[config.mk]
export PLATFORM = sky130hd
export DESIGN_NAME = icm_master
export DESIGN_NICKNAME = d
export VERILOG_FILES = /design/src/logic/icm_pkg.sv /design/src/logic/icm_master.sv
export SDC_FILE = /design/constraint.sdc
export NUM_CORES = 1
export LEC_CHECK = 0
export BUFFER_PORTS_ARGS = -buffer_cell sky130_fd_sc_hd__buf_4
export CAP_MARGIN = 20
export CORE_MARGIN = 3
export CORE_UTILIZATION = 50
export DETAILED_ROUTE_END_ITERATION = 6
export HOLD_SLACK_MARGIN = 0.05
export PLACE_DENSITY = 0.68
export SLEW_MARGIN = 20
export SYNTH_ARGS = -nofsm -noshare
export SYNTH_HDL_FRONTEND = slang
export SYNTH_SLANG_ARGS = --single-unit
export TNS_END_PERCENT = 1
[constraint.sdc]
create_clock -name clk_i -period 2.8 [get_ports clk_i]
set_clock_uncertainty 0.05 [all_clocks]
set_input_delay 0.14 -clock clk_i [delete_from_list [all_inputs] [get_ports clk_i]]
set_output_delay 0.14 -clock clk_i [all_outputs]
set_load 0.005 [all_outputs]
[src/logic/icm_pkg.sv]
// Constants, register map and state encoding of the bus arbitration master
package icm_pkg;
   // Register indices on the plain register port
   localparam logic [2:0] A_BAUD = 3'h0;
   localparam logic [2:0] A_BUF  = 3'h1;
   localparam logic [2:0] A_CON1 = 3'h2;
   localparam logic [2:0] A_SEQ  = 3'h3;
   localparam logic [2:0] A_STAT = 3'h4;
   localparam logic [2:0] A_FLAG = 3'h5;
   localparam logic [2:0] A_IEN  = 3'h6;
   // control_one fields
   localparam int C1_WRITE_COLLISION_FLAG = 7;
   localparam int C1_OV   = 6;
   localparam int C1_EN   = 5;
   // sequence_control fields
   localparam int SQ_ACKSTAT = 6;
   localparam int SQ_ACKDT   = 5;
   localparam int SQ_ACK     = 4;
   localparam int SQ_RCV     = 3;
   localparam int SQ_STOP    = 2;
   localparam int SQ_RST     = 1;
   localparam int SQ_START   = 0;
   // port_status fields
   localparam int ST_P  = 4;
   localparam int ST_S  = 3;
   localparam int ST_BF = 0;
   // irq flag and enable fields
   localparam int FL_PORT = 0;
   localparam int FL_COLL = 1;
   // Reset values and bit counts
   localparam logic [7:0] RST_BYTE = 8'h00;
   localparam logic [4:0] RST_SEQ  = 5'h00;
   localparam logic [1:0] RST_IEN  = 2'h0;
   localparam logic [3:0] BIT_ACK  = 4'h8;
   localparam logic [3:0] BIT_RXL  = 4'h7;
   localparam logic [7:0] BRG_ONE  = 8'h01;
   localparam logic [3:0] BIT_ONE  = 4'h1;

   typedef enum logic [4:0] {
      S_IDLE    = 5'h00,
      S_ST_CHK  = 5'h01,
      S_ST_CNT  = 5'h02,
      S_ST_SDAL = 5'h03,
      S_RS_REL  = 5'h04,
      S_RS_SCLW = 5'h05,
      S_RS_CNT  = 5'h06,
      S_RS_SDAL = 5'h07,
      S_SP_SDA  = 5'h08,
      S_SP_C1   = 5'h09,
      S_SP_SCLW = 5'h0a,
      S_SP_C2   = 5'h0b,
      S_SP_CHK  = 5'h0c,
      S_SP_FIN  = 5'h0d,
      S_B_LOW   = 5'h0e,
      S_B_W     = 5'h0f,
      S_B_H     = 5'h10,
      S_AK_LOW  = 5'h11,
      S_AK_W    = 5'h12,
      S_AK_H    = 5'h13
   } icm_state_e;
endpackage

[src/logic/icm_master.sv]
// Two-wire bus master with multi-master arbitration and collision recovery
// Function
// - Sleep: completed byte or address raises wake
// - Reset disables port, abandons transfer
// - Reset or disable clears start/stop flags
// - Busy bus: stop detection raises port interrupt
// - Released 1 read as 0: collision, idle
// - Arbitration checked in address, data, sequences
// - Collision: stop shifting, clear full, release
// - Collision in sequence: abort, clear sequence bit
// - After collision, stop on bus sets interrupt
// - Next buffer write restarts at first bit
// - Start with line low: abort, collision
// - Start: load count; SCL low is collision
// - Start: early SDA low, then SCL low
// - Restart: count, release SCL, check SDA
// - Restart: SCL falls before SDA driven: collision
// - Restart: drive SDA, count, drive SCL
// - Stop: SCL high, count, SDA low collision
// - Stop: SCL low before SDA floats: collision
// - Stop end: stop flag, then interrupt
//
// Design decisions made here: the strobed register port and the placing of the registers.
`timescale 1ns/1ps
module icm_master
   import icm_pkg::*;
(
   // Clock and reset
   input  wire logic       clk_i,
   input  wire logic       rst_n_i,
   // Register port
   input  wire logic [2:0] addr_i,
   input  wire logic [7:0] wdata_i,
   input  wire logic       we_i,
   input  wire logic       re_i,
   output logic      [7:0] rdata_o,
   // Bus pins
   input  wire logic       sda_i,
   output logic            sda_o,
   output logic            sda_oe_o,
   input  wire logic       scl_i,
   output logic            scl_o,
   output logic            scl_oe_o,
   // Wake request
   output logic            wake_o
);
   icm_state_e st_ff;
   logic       sda_m_ff, sda_s, sda_q, scl_m_ff, scl_s, scl_q;
   logic [7:0] brg_ff, sh_ff, baud_ff, buf_ff, rd_ff;
   logic [3:0] bitc_ff;
   logic       sda_low_ff, scl_low_ff, rx_ff, ackstat_ff;
   logic       coll_ff, seq_done_ff, byte_done_ff, rx_done_ff, tx_go_ff;
   logic       en_ff, write_collision_flag_ff, ov_ff, ackdt_ff, bf_ff, pirq_ff, cirq_ff;
   logic       stop_det_ff, start_det_ff, wake_ff;
   logic [4:0] seq_ff;
   logic [1:0] ien_ff;
   logic       brg_z, coll_now, pend, idle_st, stop_edge, start_edge;

   // Pins are asynchronous to clk_i
   always_ff @(posedge clk_i or negedge rst_n_i) begin
      if (!rst_n_i) begin
         sda_m_ff <= 1'b1;
         sda_s    <= 1'b1;
         sda_q    <= 1'b1;
         scl_m_ff <= 1'b1;
         scl_s    <= 1'b1;
         scl_q    <= 1'b1;
      end else begin
         sda_m_ff <= sda_i;
         sda_s    <= sda_m_ff;
         sda_q    <= sda_s;
         scl_m_ff <= scl_i;
         scl_s    <= scl_m_ff;
         scl_q    <= scl_s;
      end
   end

   assign brg_z      = (brg_ff == RST_BYTE);
   assign idle_st    = (st_ff == S_IDLE);
   assign pend       = coll_ff | seq_done_ff | byte_done_ff | rx_done_ff;
   assign stop_edge  = scl_s & scl_q & sda_s & ~sda_q;
   assign start_edge = scl_s & scl_q & ~sda_s & sda_q;

   // Open-drain pins: only ever pull low
   assign sda_o    = 1'b0;
   assign scl_o    = 1'b0;
   assign sda_oe_o = sda_low_ff;
   assign scl_oe_o = scl_low_ff;
   assign rdata_o  = rd_ff;
   assign wake_o   = wake_ff;

   // Collision conditions per phase
   always_comb begin
      coll_now = 1'b0;
      case (st_ff)
         S_ST_CHK:  coll_now = ~sda_s | ~scl_s;
         S_ST_CNT:  coll_now = sda_s & ~scl_s;
         S_RS_SCLW: coll_now = scl_s & ~sda_s;
         S_RS_CNT:  coll_now = sda_s & ~scl_s;
         S_SP_C2:   coll_now = ~scl_s;
         S_SP_CHK:  coll_now = brg_z & ~sda_s;
         S_B_H:     coll_now = ~rx_ff & (bitc_ff < BIT_ACK)
                               & ~sda_low_ff & ~sda_s;
         S_AK_H:    coll_now = ~sda_low_ff & ~sda_s;
         default:   coll_now = 1'b0;
      endcase
   end

   // Sequencer: start, restart, stop, acknowledge and bit engine
   always_ff @(posedge clk_i or negedge rst_n_i) begin
      if (!rst_n_i) begin
         st_ff        <= S_IDLE;
         brg_ff       <= RST_BYTE;
         sh_ff        <= RST_BYTE;
         bitc_ff      <= 4'h0;
         sda_low_ff   <= 1'b0;
         scl_low_ff   <= 1'b0;
         rx_ff        <= 1'b0;
         ackstat_ff   <= 1'b0;
         coll_ff      <= 1'b0;
         seq_done_ff  <= 1'b0;
         byte_done_ff <= 1'b0;
         rx_done_ff   <= 1'b0;
      end else begin
         coll_ff      <= 1'b0;
         seq_done_ff  <= 1'b0;
         byte_done_ff <= 1'b0;
         rx_done_ff   <= 1'b0;
         if (!en_ff) begin
            st_ff      <= S_IDLE;
            sda_low_ff <= 1'b0;
            scl_low_ff <= 1'b0;
         end else if (coll_now) begin
            st_ff      <= S_IDLE;
            sda_low_ff <= 1'b0;
            scl_low_ff <= 1'b0;
            coll_ff    <= 1'b1;
         end else begin
            case (st_ff)
               S_IDLE: begin
                  brg_ff <= baud_ff;
                  if (pend) begin
                     st_ff <= S_IDLE;
                  end else if (seq_ff[SQ_START]) begin
                     st_ff <= S_ST_CHK;
                  end else if (seq_ff[SQ_RST]) begin
                     sda_low_ff <= 1'b0;
                     st_ff      <= S_RS_REL;
                  end else if (seq_ff[SQ_STOP]) begin
                     sda_low_ff <= 1'b1;
                     st_ff      <= S_SP_SDA;
                  end else if (seq_ff[SQ_ACK]) begin
                     sda_low_ff <= ~ackdt_ff;
                     st_ff      <= S_AK_LOW;
                  end else if (seq_ff[SQ_RCV]) begin
                     rx_ff      <= 1'b1;
                     sda_low_ff <= 1'b0;
                     bitc_ff    <= 4'h0;
                     st_ff      <= S_B_LOW;
                  end else if (tx_go_ff) begin
                     rx_ff      <= 1'b0;
                     sh_ff      <= buf_ff;
                     sda_low_ff <= ~buf_ff[7];
                     bitc_ff    <= 4'h0;
                     st_ff      <= S_B_LOW;
                  end
               end
               S_ST_CHK: st_ff <= S_ST_CNT;
               S_ST_CNT: begin
                  if (!sda_s || brg_z) begin
                     sda_low_ff <= 1'b1;
                     brg_ff     <= baud_ff;
                     st_ff      <= S_ST_SDAL;
                  end else begin
                     brg_ff <= brg_ff - BRG_ONE;
                  end
               end
               S_ST_SDAL, S_RS_SDAL: begin
                  if (brg_z) begin
                     scl_low_ff  <= 1'b1;
                     seq_done_ff <= 1'b1;
                     st_ff       <= S_IDLE;
                  end else begin
                     brg_ff <= brg_ff - BRG_ONE;
                  end
               end
               S_RS_REL: begin
                  if (brg_z) begin
                     scl_low_ff <= 1'b0;
                     st_ff      <= S_RS_SCLW;
                  end else begin
                     brg_ff <= brg_ff - BRG_ONE;
                  end
               end
               S_RS_SCLW: begin
                  brg_ff <= baud_ff;
                  if (scl_s) begin
                     st_ff <= S_RS_CNT;
                  end
               end
               S_RS_CNT: begin
                  if (!sda_s || brg_z) begin
                     sda_low_ff <= 1'b1;
                     brg_ff     <= baud_ff;
                     st_ff      <= S_RS_SDAL;
                  end else begin
                     brg_ff <= brg_ff - BRG_ONE;
                  end
               end
               S_SP_SDA: begin
                  brg_ff <= baud_ff;
                  if (!sda_s) begin
                     st_ff <= S_SP_C1;
                  end
               end
               S_SP_C1, S_B_LOW, S_AK_LOW: begin
                  if (brg_z) begin
                     scl_low_ff <= 1'b0;
                     st_ff <= (st_ff == S_SP_C1) ? S_SP_SCLW :
                              (st_ff == S_B_LOW) ? S_B_W : S_AK_W;
                  end else begin
                     brg_ff <= brg_ff - BRG_ONE;
                  end
               end
               S_SP_SCLW, S_B_W, S_AK_W: begin
                  brg_ff <= baud_ff;
                  if (scl_s) begin
                     st_ff <= (st_ff == S_SP_SCLW) ? S_SP_C2 :
                              (st_ff == S_B_W) ? S_B_H : S_AK_H;
                  end
               end
               S_SP_C2: begin
                  if (brg_z) begin
                     sda_low_ff <= 1'b0;
                     brg_ff     <= baud_ff;
                     st_ff      <= S_SP_CHK;
                  end else begin
                     brg_ff <= brg_ff - BRG_ONE;
                  end
               end
               S_SP_CHK: begin
                  if (brg_z) begin
                     brg_ff <= baud_ff;
                     st_ff  <= S_SP_FIN;
                  end else begin
                     brg_ff <= brg_ff - BRG_ONE;
                  end
               end
               S_SP_FIN: begin
                  if (brg_z) begin
                     seq_done_ff <= 1'b1;
                     st_ff       <= S_IDLE;
                  end else begin
                     brg_ff <= brg_ff - BRG_ONE;
                  end
               end
               S_B_H: begin
                  if (brg_z) begin
                     scl_low_ff <= 1'b1;
                     brg_ff     <= baud_ff;
                     sh_ff      <= {sh_ff[6:0], sda_s};
                     bitc_ff    <= bitc_ff + BIT_ONE;
                     sda_low_ff <= ~rx_ff & (bitc_ff < BIT_RXL) & ~sh_ff[6];
                     if (!rx_ff && bitc_ff == BIT_ACK) begin
                        ackstat_ff   <= sda_s;
                        byte_done_ff <= 1'b1;
                        st_ff        <= S_IDLE;
                     end else if (rx_ff && bitc_ff == BIT_RXL) begin
                        rx_done_ff <= 1'b1;
                        st_ff      <= S_IDLE;
                     end else begin
                        st_ff <= S_B_LOW;
                     end
                  end else begin
                     brg_ff <= brg_ff - BRG_ONE;
                  end
               end
               S_AK_H: begin
                  if (brg_z) begin
                     scl_low_ff  <= 1'b1;
                     seq_done_ff <= 1'b1;
                     st_ff       <= S_IDLE;
                  end else begin
                     brg_ff <= brg_ff - BRG_ONE;
                  end
               end
               default: st_ff <= S_IDLE;
            endcase
         end
      end
   end

   // Bus monitor: start and stop detection
   always_ff @(posedge clk_i or negedge rst_n_i) begin
      if (!rst_n_i) begin
         stop_det_ff  <= 1'b0;
         start_det_ff <= 1'b0;
      end else if (!en_ff) begin
         stop_det_ff  <= 1'b0;
         start_det_ff <= 1'b0;
      end else if (stop_edge) begin
         stop_det_ff  <= 1'b1;
         start_det_ff <= 1'b0;
      end else if (start_edge) begin
         start_det_ff <= 1'b1;
         stop_det_ff  <= 1'b0;
      end
   end

   // Software registers; hardware sets win over software clears
   always_ff @(posedge clk_i or negedge rst_n_i) begin
      if (!rst_n_i) begin
         en_ff    <= 1'b0;
         baud_ff  <= RST_BYTE;
         buf_ff   <= RST_BYTE;
         write_collision_flag_ff  <= 1'b0;
         ov_ff    <= 1'b0;
         ackdt_ff <= 1'b0;
         seq_ff   <= RST_SEQ;
         bf_ff    <= 1'b0;
         pirq_ff  <= 1'b0;
         cirq_ff  <= 1'b0;
         ien_ff   <= RST_IEN;
         tx_go_ff <= 1'b0;
         wake_ff  <= 1'b0;
      end else begin
         tx_go_ff <= 1'b0;
         if (we_i) begin
            case (addr_i)
               A_BAUD: baud_ff <= wdata_i;
               A_BUF: begin
                  if (idle_st && !pend && seq_ff == RST_SEQ && en_ff) begin
                     buf_ff   <= wdata_i;
                     bf_ff    <= 1'b1;
                     tx_go_ff <= 1'b1;
                  end else begin
                     write_collision_flag_ff <= 1'b1;
                  end
               end
               A_CON1: begin
                  write_collision_flag_ff <= write_collision_flag_ff & wdata_i[C1_WRITE_COLLISION_FLAG];
                  ov_ff   <= ov_ff & wdata_i[C1_OV];
                  en_ff   <= wdata_i[C1_EN];
               end
               A_SEQ: begin
                  ackdt_ff <= wdata_i[SQ_ACKDT];
                  // No queuing: sequence bits only taken when idle
                  if (idle_st && !pend && seq_ff == RST_SEQ) begin
                     seq_ff <= wdata_i[SQ_ACK:SQ_START];
                  end
               end
               A_FLAG: begin
                  pirq_ff <= pirq_ff & wdata_i[FL_PORT];
                  cirq_ff <= cirq_ff & wdata_i[FL_COLL];
               end
               A_IEN: ien_ff <= wdata_i[FL_COLL:FL_PORT];
               default: ;
            endcase
         end
         if (re_i && addr_i == A_BUF) begin
            bf_ff <= 1'b0;
         end
         if (!en_ff || coll_ff || seq_done_ff) begin
            seq_ff <= RST_SEQ;
         end
         if (coll_ff || byte_done_ff) begin
            bf_ff <= 1'b0;
         end
         if (rx_done_ff) begin
            buf_ff <= sh_ff;
            bf_ff  <= 1'b1;
            ov_ff  <= ov_ff | bf_ff;
            seq_ff <= RST_SEQ;
         end
         if (coll_ff) begin
            cirq_ff <= 1'b1;
         end
         if (seq_done_ff || byte_done_ff || rx_done_ff
             || (stop_edge && en_ff && start_det_ff)) begin
            pirq_ff <= 1'b1;
         end
         wake_ff <= pirq_ff & ien_ff[FL_PORT];
      end
   end

   // Read data, one cycle after the strobe
   always_ff @(posedge clk_i or negedge rst_n_i) begin
      if (!rst_n_i) begin
         rd_ff <= RST_BYTE;
      end else if (re_i) begin
         case (addr_i)
            A_BAUD:  rd_ff <= baud_ff;
            A_BUF:   rd_ff <= buf_ff;
            A_CON1:  rd_ff <= {write_collision_flag_ff, ov_ff, en_ff, 5'h00};
            A_SEQ:   rd_ff <= {1'b0, ackstat_ff, ackdt_ff, seq_ff};
            A_STAT:  rd_ff <= {3'h0, stop_det_ff, start_det_ff, 2'h0, bf_ff};
            A_FLAG:  rd_ff <= {6'h00, cirq_ff, pirq_ff};
            A_IEN:   rd_ff <= {6'h00, ien_ff};
            default: rd_ff <= RST_BYTE;
         endcase
      end else begin
         rd_ff <= RST_BYTE;
      end
   end

   property p_flags_clr;
      @(posedge clk_i) disable iff (!rst_n_i)
      !en_ff |=> !stop_det_ff && !start_det_ff;
   endproperty
   a_flags_clr: assert property (p_flags_clr) else $error("start/stop flag kept");

   property p_arb;
      @(posedge clk_i) disable iff (!rst_n_i)
      (en_ff && st_ff == S_B_H && !rx_ff && bitc_ff < BIT_ACK && !sda_low_ff && !sda_s)
      |=> (idle_st && coll_ff) ##1 cirq_ff;
   endproperty
   a_arb: assert property (p_arb) else $error("lost arbitration missed");

   property p_release;
      @(posedge clk_i) disable iff (!rst_n_i)
      coll_ff |-> !sda_oe_o && !scl_oe_o ##1 !bf_ff;
   endproperty
   a_release: assert property (p_release) else $error("lines held after collision");

   property p_seq_clr;
      @(posedge clk_i) disable iff (!rst_n_i)
      coll_ff |=> seq_ff == RST_SEQ;
   endproperty
   a_seq_clr: assert property (p_seq_clr) else $error("sequence bit kept");

   property p_start_low;
      @(posedge clk_i) disable iff (!rst_n_i)
      (en_ff && st_ff == S_ST_CHK && (!sda_s || !scl_s)) |=> idle_st ##1 cirq_ff;
   endproperty
   a_start_low: assert property (p_start_low) else $error("busy start not aborted");

   property p_start_end;
      @(posedge clk_i) disable iff (!rst_n_i)
      (en_ff && st_ff == S_ST_SDAL && brg_z) |=> scl_oe_o && sda_oe_o && seq_done_ff;
   endproperty
   a_start_end: assert property (p_start_end) else $error("start not completed");

   property p_stop_scl;
      @(posedge clk_i) disable iff (!rst_n_i)
      (en_ff && st_ff == S_SP_C2 && !scl_s) |=> coll_ff ##1 cirq_ff && !seq_ff[SQ_STOP];
   endproperty
   a_stop_scl: assert property (p_stop_scl) else $error("stop collision missed");

   property p_bus_stop;
      @(posedge clk_i) disable iff (!rst_n_i)
      (en_ff && start_det_ff && stop_edge) |=> pirq_ff && stop_det_ff && !start_det_ff;
   endproperty
   a_bus_stop: assert property (p_bus_stop) else $error("bus stop irq missed");

endmodule // icm_master

==> run summary <==
status: finished clean
Synth Area in Compound Gates: 0.185
power density over the cells: 890 nW/um2
initial antenna violation count: 0
Die Y: 104 um
total congestion overflow: 0
slowest CP cell: or4_1
setup TNS: 0 ps
FF+latch count, synth: 81
Final Max Slew Viols: 0
Setup CP Type: flip-flop to flip-flop
largest family of logic cells by synthesized area: simple AND/OR/NAND/NOR gates
Final Hold Vio Count: 0
area of the die: 10,800 um2
RR Endpoint: sh_ff[7]
via count: 4,236
slew margin rel.: 0.513
Tightest Hold Check Type: input port to flip-flop
max_cap viols: 0
Post-Synth XOR/XNOR Area: 0.00365
ys flop type: dfrtp_1
vias per cell: 6.13
FF-to-FF path depth: 6
TritonCTS Buffers: 9
wire per inst: 18.6 um
hold depth: 2
Syn Area/Cell: 9.35 um2
Adder-Cell Fraction of Synth Area: 0.0104
HP Start: addr_i[1]
Worst-Margin Slew: 730 ps
Overall Power: 5.00 mW
vias in the first global route: 4,071
Post-CTS Setup Repair Bufs: 0
area of the core: 9280 um2
met2 usage: 0.377
row count: 35
CP Max Fanout: 8
max incr delay on CP: 550 ps
worst path cell trace: nor4_4 -> nand3_1 -> a221o_1 -> or4_1 -> buf_12 -> mux2_4
hold worst-path end: rdata_o[0]
clock sink count: 81
cells after synthesis: 513
antenna-violating nets left: 0
# DRC: 0
dpl cell area: 5230 um2
Max VDD drop: 0.000607 V
met3 usage: 0.0385
critical path's top delay family: simple AND/OR/NAND/NOR gates
Worst R2R Start: brg_ff[5]
drt pass-1 iters: 5
count of cell types in the netlist: 71
met1 GRT Util: 0.353
htree depth: 3
CTS Root Cell: clkbuf_8
Worst Path Arrival: 2880 ps
Seq/Total Area, Yosys: 0.424
Post-Synth Simple-Gate Area: 0.226
largest net degree at the start of global routing: 82
Diodes inserted: 0
hold_ws: 68.6 ps
Startpoint Class: flip-flop
YS warnings: 0
Async SR Flop Fraction: 1.00
Leak: 2.49 nW
mux share of post-synthesis cell area: 0.101
GPL Wtd Cong: 0.893
Nets: 578
RSZ-0062 raised after global routing: no
PortBufs: 27
Initial Util: 0.516
final worst path period share: 0.963
Synth Cell Area: 4790 um2
GR peak layer: met2
Detailed Place HPWL: 9.19 mm
# IOs: 30
clock buffer depth: 2
crit end category: flip-flop
FMAX: 371 MHz
min Tclk post-route: 2700 ps
R2R Setup Slk: 100 ps
Chip Width: 104 um
Post-synth EDFFs: 0
CTS tree: built
Reg clk slew, reported paths: 90 ps
DRT iter0 DRCs: 373
share of cells above drive strength 1: 0.201
setup violators final: 0
first-pass GRT wire length: 21.3 mm
overall routing resource usage: 0.244
Area Overhead vs Synth: 17.1%
Clock Latency Late Sink: 360 ps
WL final: 12.9 mm
Final Cell Area: 5620 um2
Worst Path Required: 2990 ps
worst path bufs/invs: 1
==> stage by stage <==
stage / worst slack [ps] / util / instances
floorplan: 381 / - / 514
global placement: 198 / 0.563 / 663
detailed placement: 157 / 0.563 / 663
CTS: 111 / 0.602 / 691
global route: 35.3 / 0.605 / 691
finish: 103 / 0.605 / 691
==> worst register-to-register path, stage by stage (launching register included) <==
cell and delay (ps):
dfrtp_1 440, nor4_4 310, nand3_1 310, a221o_1 440
or4_1 550, buf_12 180, mux2_4 290
==> worst max path at each step <==
stage	slack [ps]	cells past startpoint	end	start
final	100	6	sh_ff[7]	brg_ff[5]
after detailed placement	160	7	brg_ff[5]	st_ff[4]
after global placement	200	7	brg_ff[5]	st_ff[4]
after CTS	110	7	brg_ff[5]	st_ff[4]
after global routing	40	6	sh_ff[7]	brg_ff[4]
after floorplan	380	8	sh_ff[0]	st_ff[3]
==> placed cells by master, fill, tap and decap left out, drive strengths merged, types with 9 or more instances in the layout <==
master	instances
a21oi	24
buf	57
clkbuf	11
dfrtp	75
dlygate4sd3	12
inv	17
mux2	21
mux2i	15
nand2	56
nand2b	9
nand3	17
nor2	41
nor2b	15
nor3	14
o21ai	37
==> cells by family (layout without fill, tap and decap cells) <==
logic type               Yosys count  after routing
AO/OA/AOI/OAI                    131            131
flip-flops                        81             81
buffers and inverters             53            101
AND/OR/NAND/NOR                  202            202
XOR/XNOR                           2              2
adder cells (fa/ha/maj)            4              4
other                              1              2
multiplexers                      39             39
==> final cells by class <==
class | instances | area [um2]
well taps | 129 | 161
flip-flops and latches | 81 | 2030
clock inverters | 5 | 85.1
inverters | 16 | 60.1
clock buffers | 11 | 151
fillers | 813 | 3670
multi-input cells | 380 | 2560
repair buffers | 69 | 564
==> power by group <==
part / switching, mW / leakage [nW] / total, mW / internal [mW]
Sequential: 0.341 / 0.994 / 1.80 / 1.46
Combinational: 1.15 / 1.38 / 2.19 / 1.03
Clock: 0.453 / 0.116 / 1.01 / 0.556
==> cell usage after synthesis (9+ instances only) <==
cell / number / area (um2)
a21oi_1: 24 / 120
clkbuf_1: 17 / 63.8
dfrtp_1: 75 / 1880
inv_1: 16 / 60.1
mux2_2: 13 / 146
mux2i_1: 15 / 150
nand2_1: 56 / 210
nand2b_1: 9 / 56.3
nand3_1: 17 / 85.1
nor2_1: 41 / 154
nor2b_1: 15 / 93.8
nor3_1: 14 / 70.1
o21ai_0: 27 / 135
o21ai_1: 10 / 50.1
==> registers in the layout, indices dropped and copies added, names as in the netlist, 2 cells and up <==
signal	flops
brg_ff	8
seq_ff	5
sh_ff	8
st_ff	5
baud_ff	8
bitc_ff	4
ien_ff	2
buf_ff	8
rdata_o	8
==> repair_timing <==
item	in CTS	in global routing
endpoints found under the setup margin	0	8
resized for setup	0	3
hold buffers	12	0
hold endpoints to repair	98	0
==> routing by layer <==
metal | part of all wire | up-vias
li1 | - | 1956
met1 | 0.46 | 2056
met2 | 0.45 | 198
met3 | 0.066 | 26
met4 | 0.025 | 0
met5 | 0 | -
No activity file was read; power rests on OpenSTA's default activity.
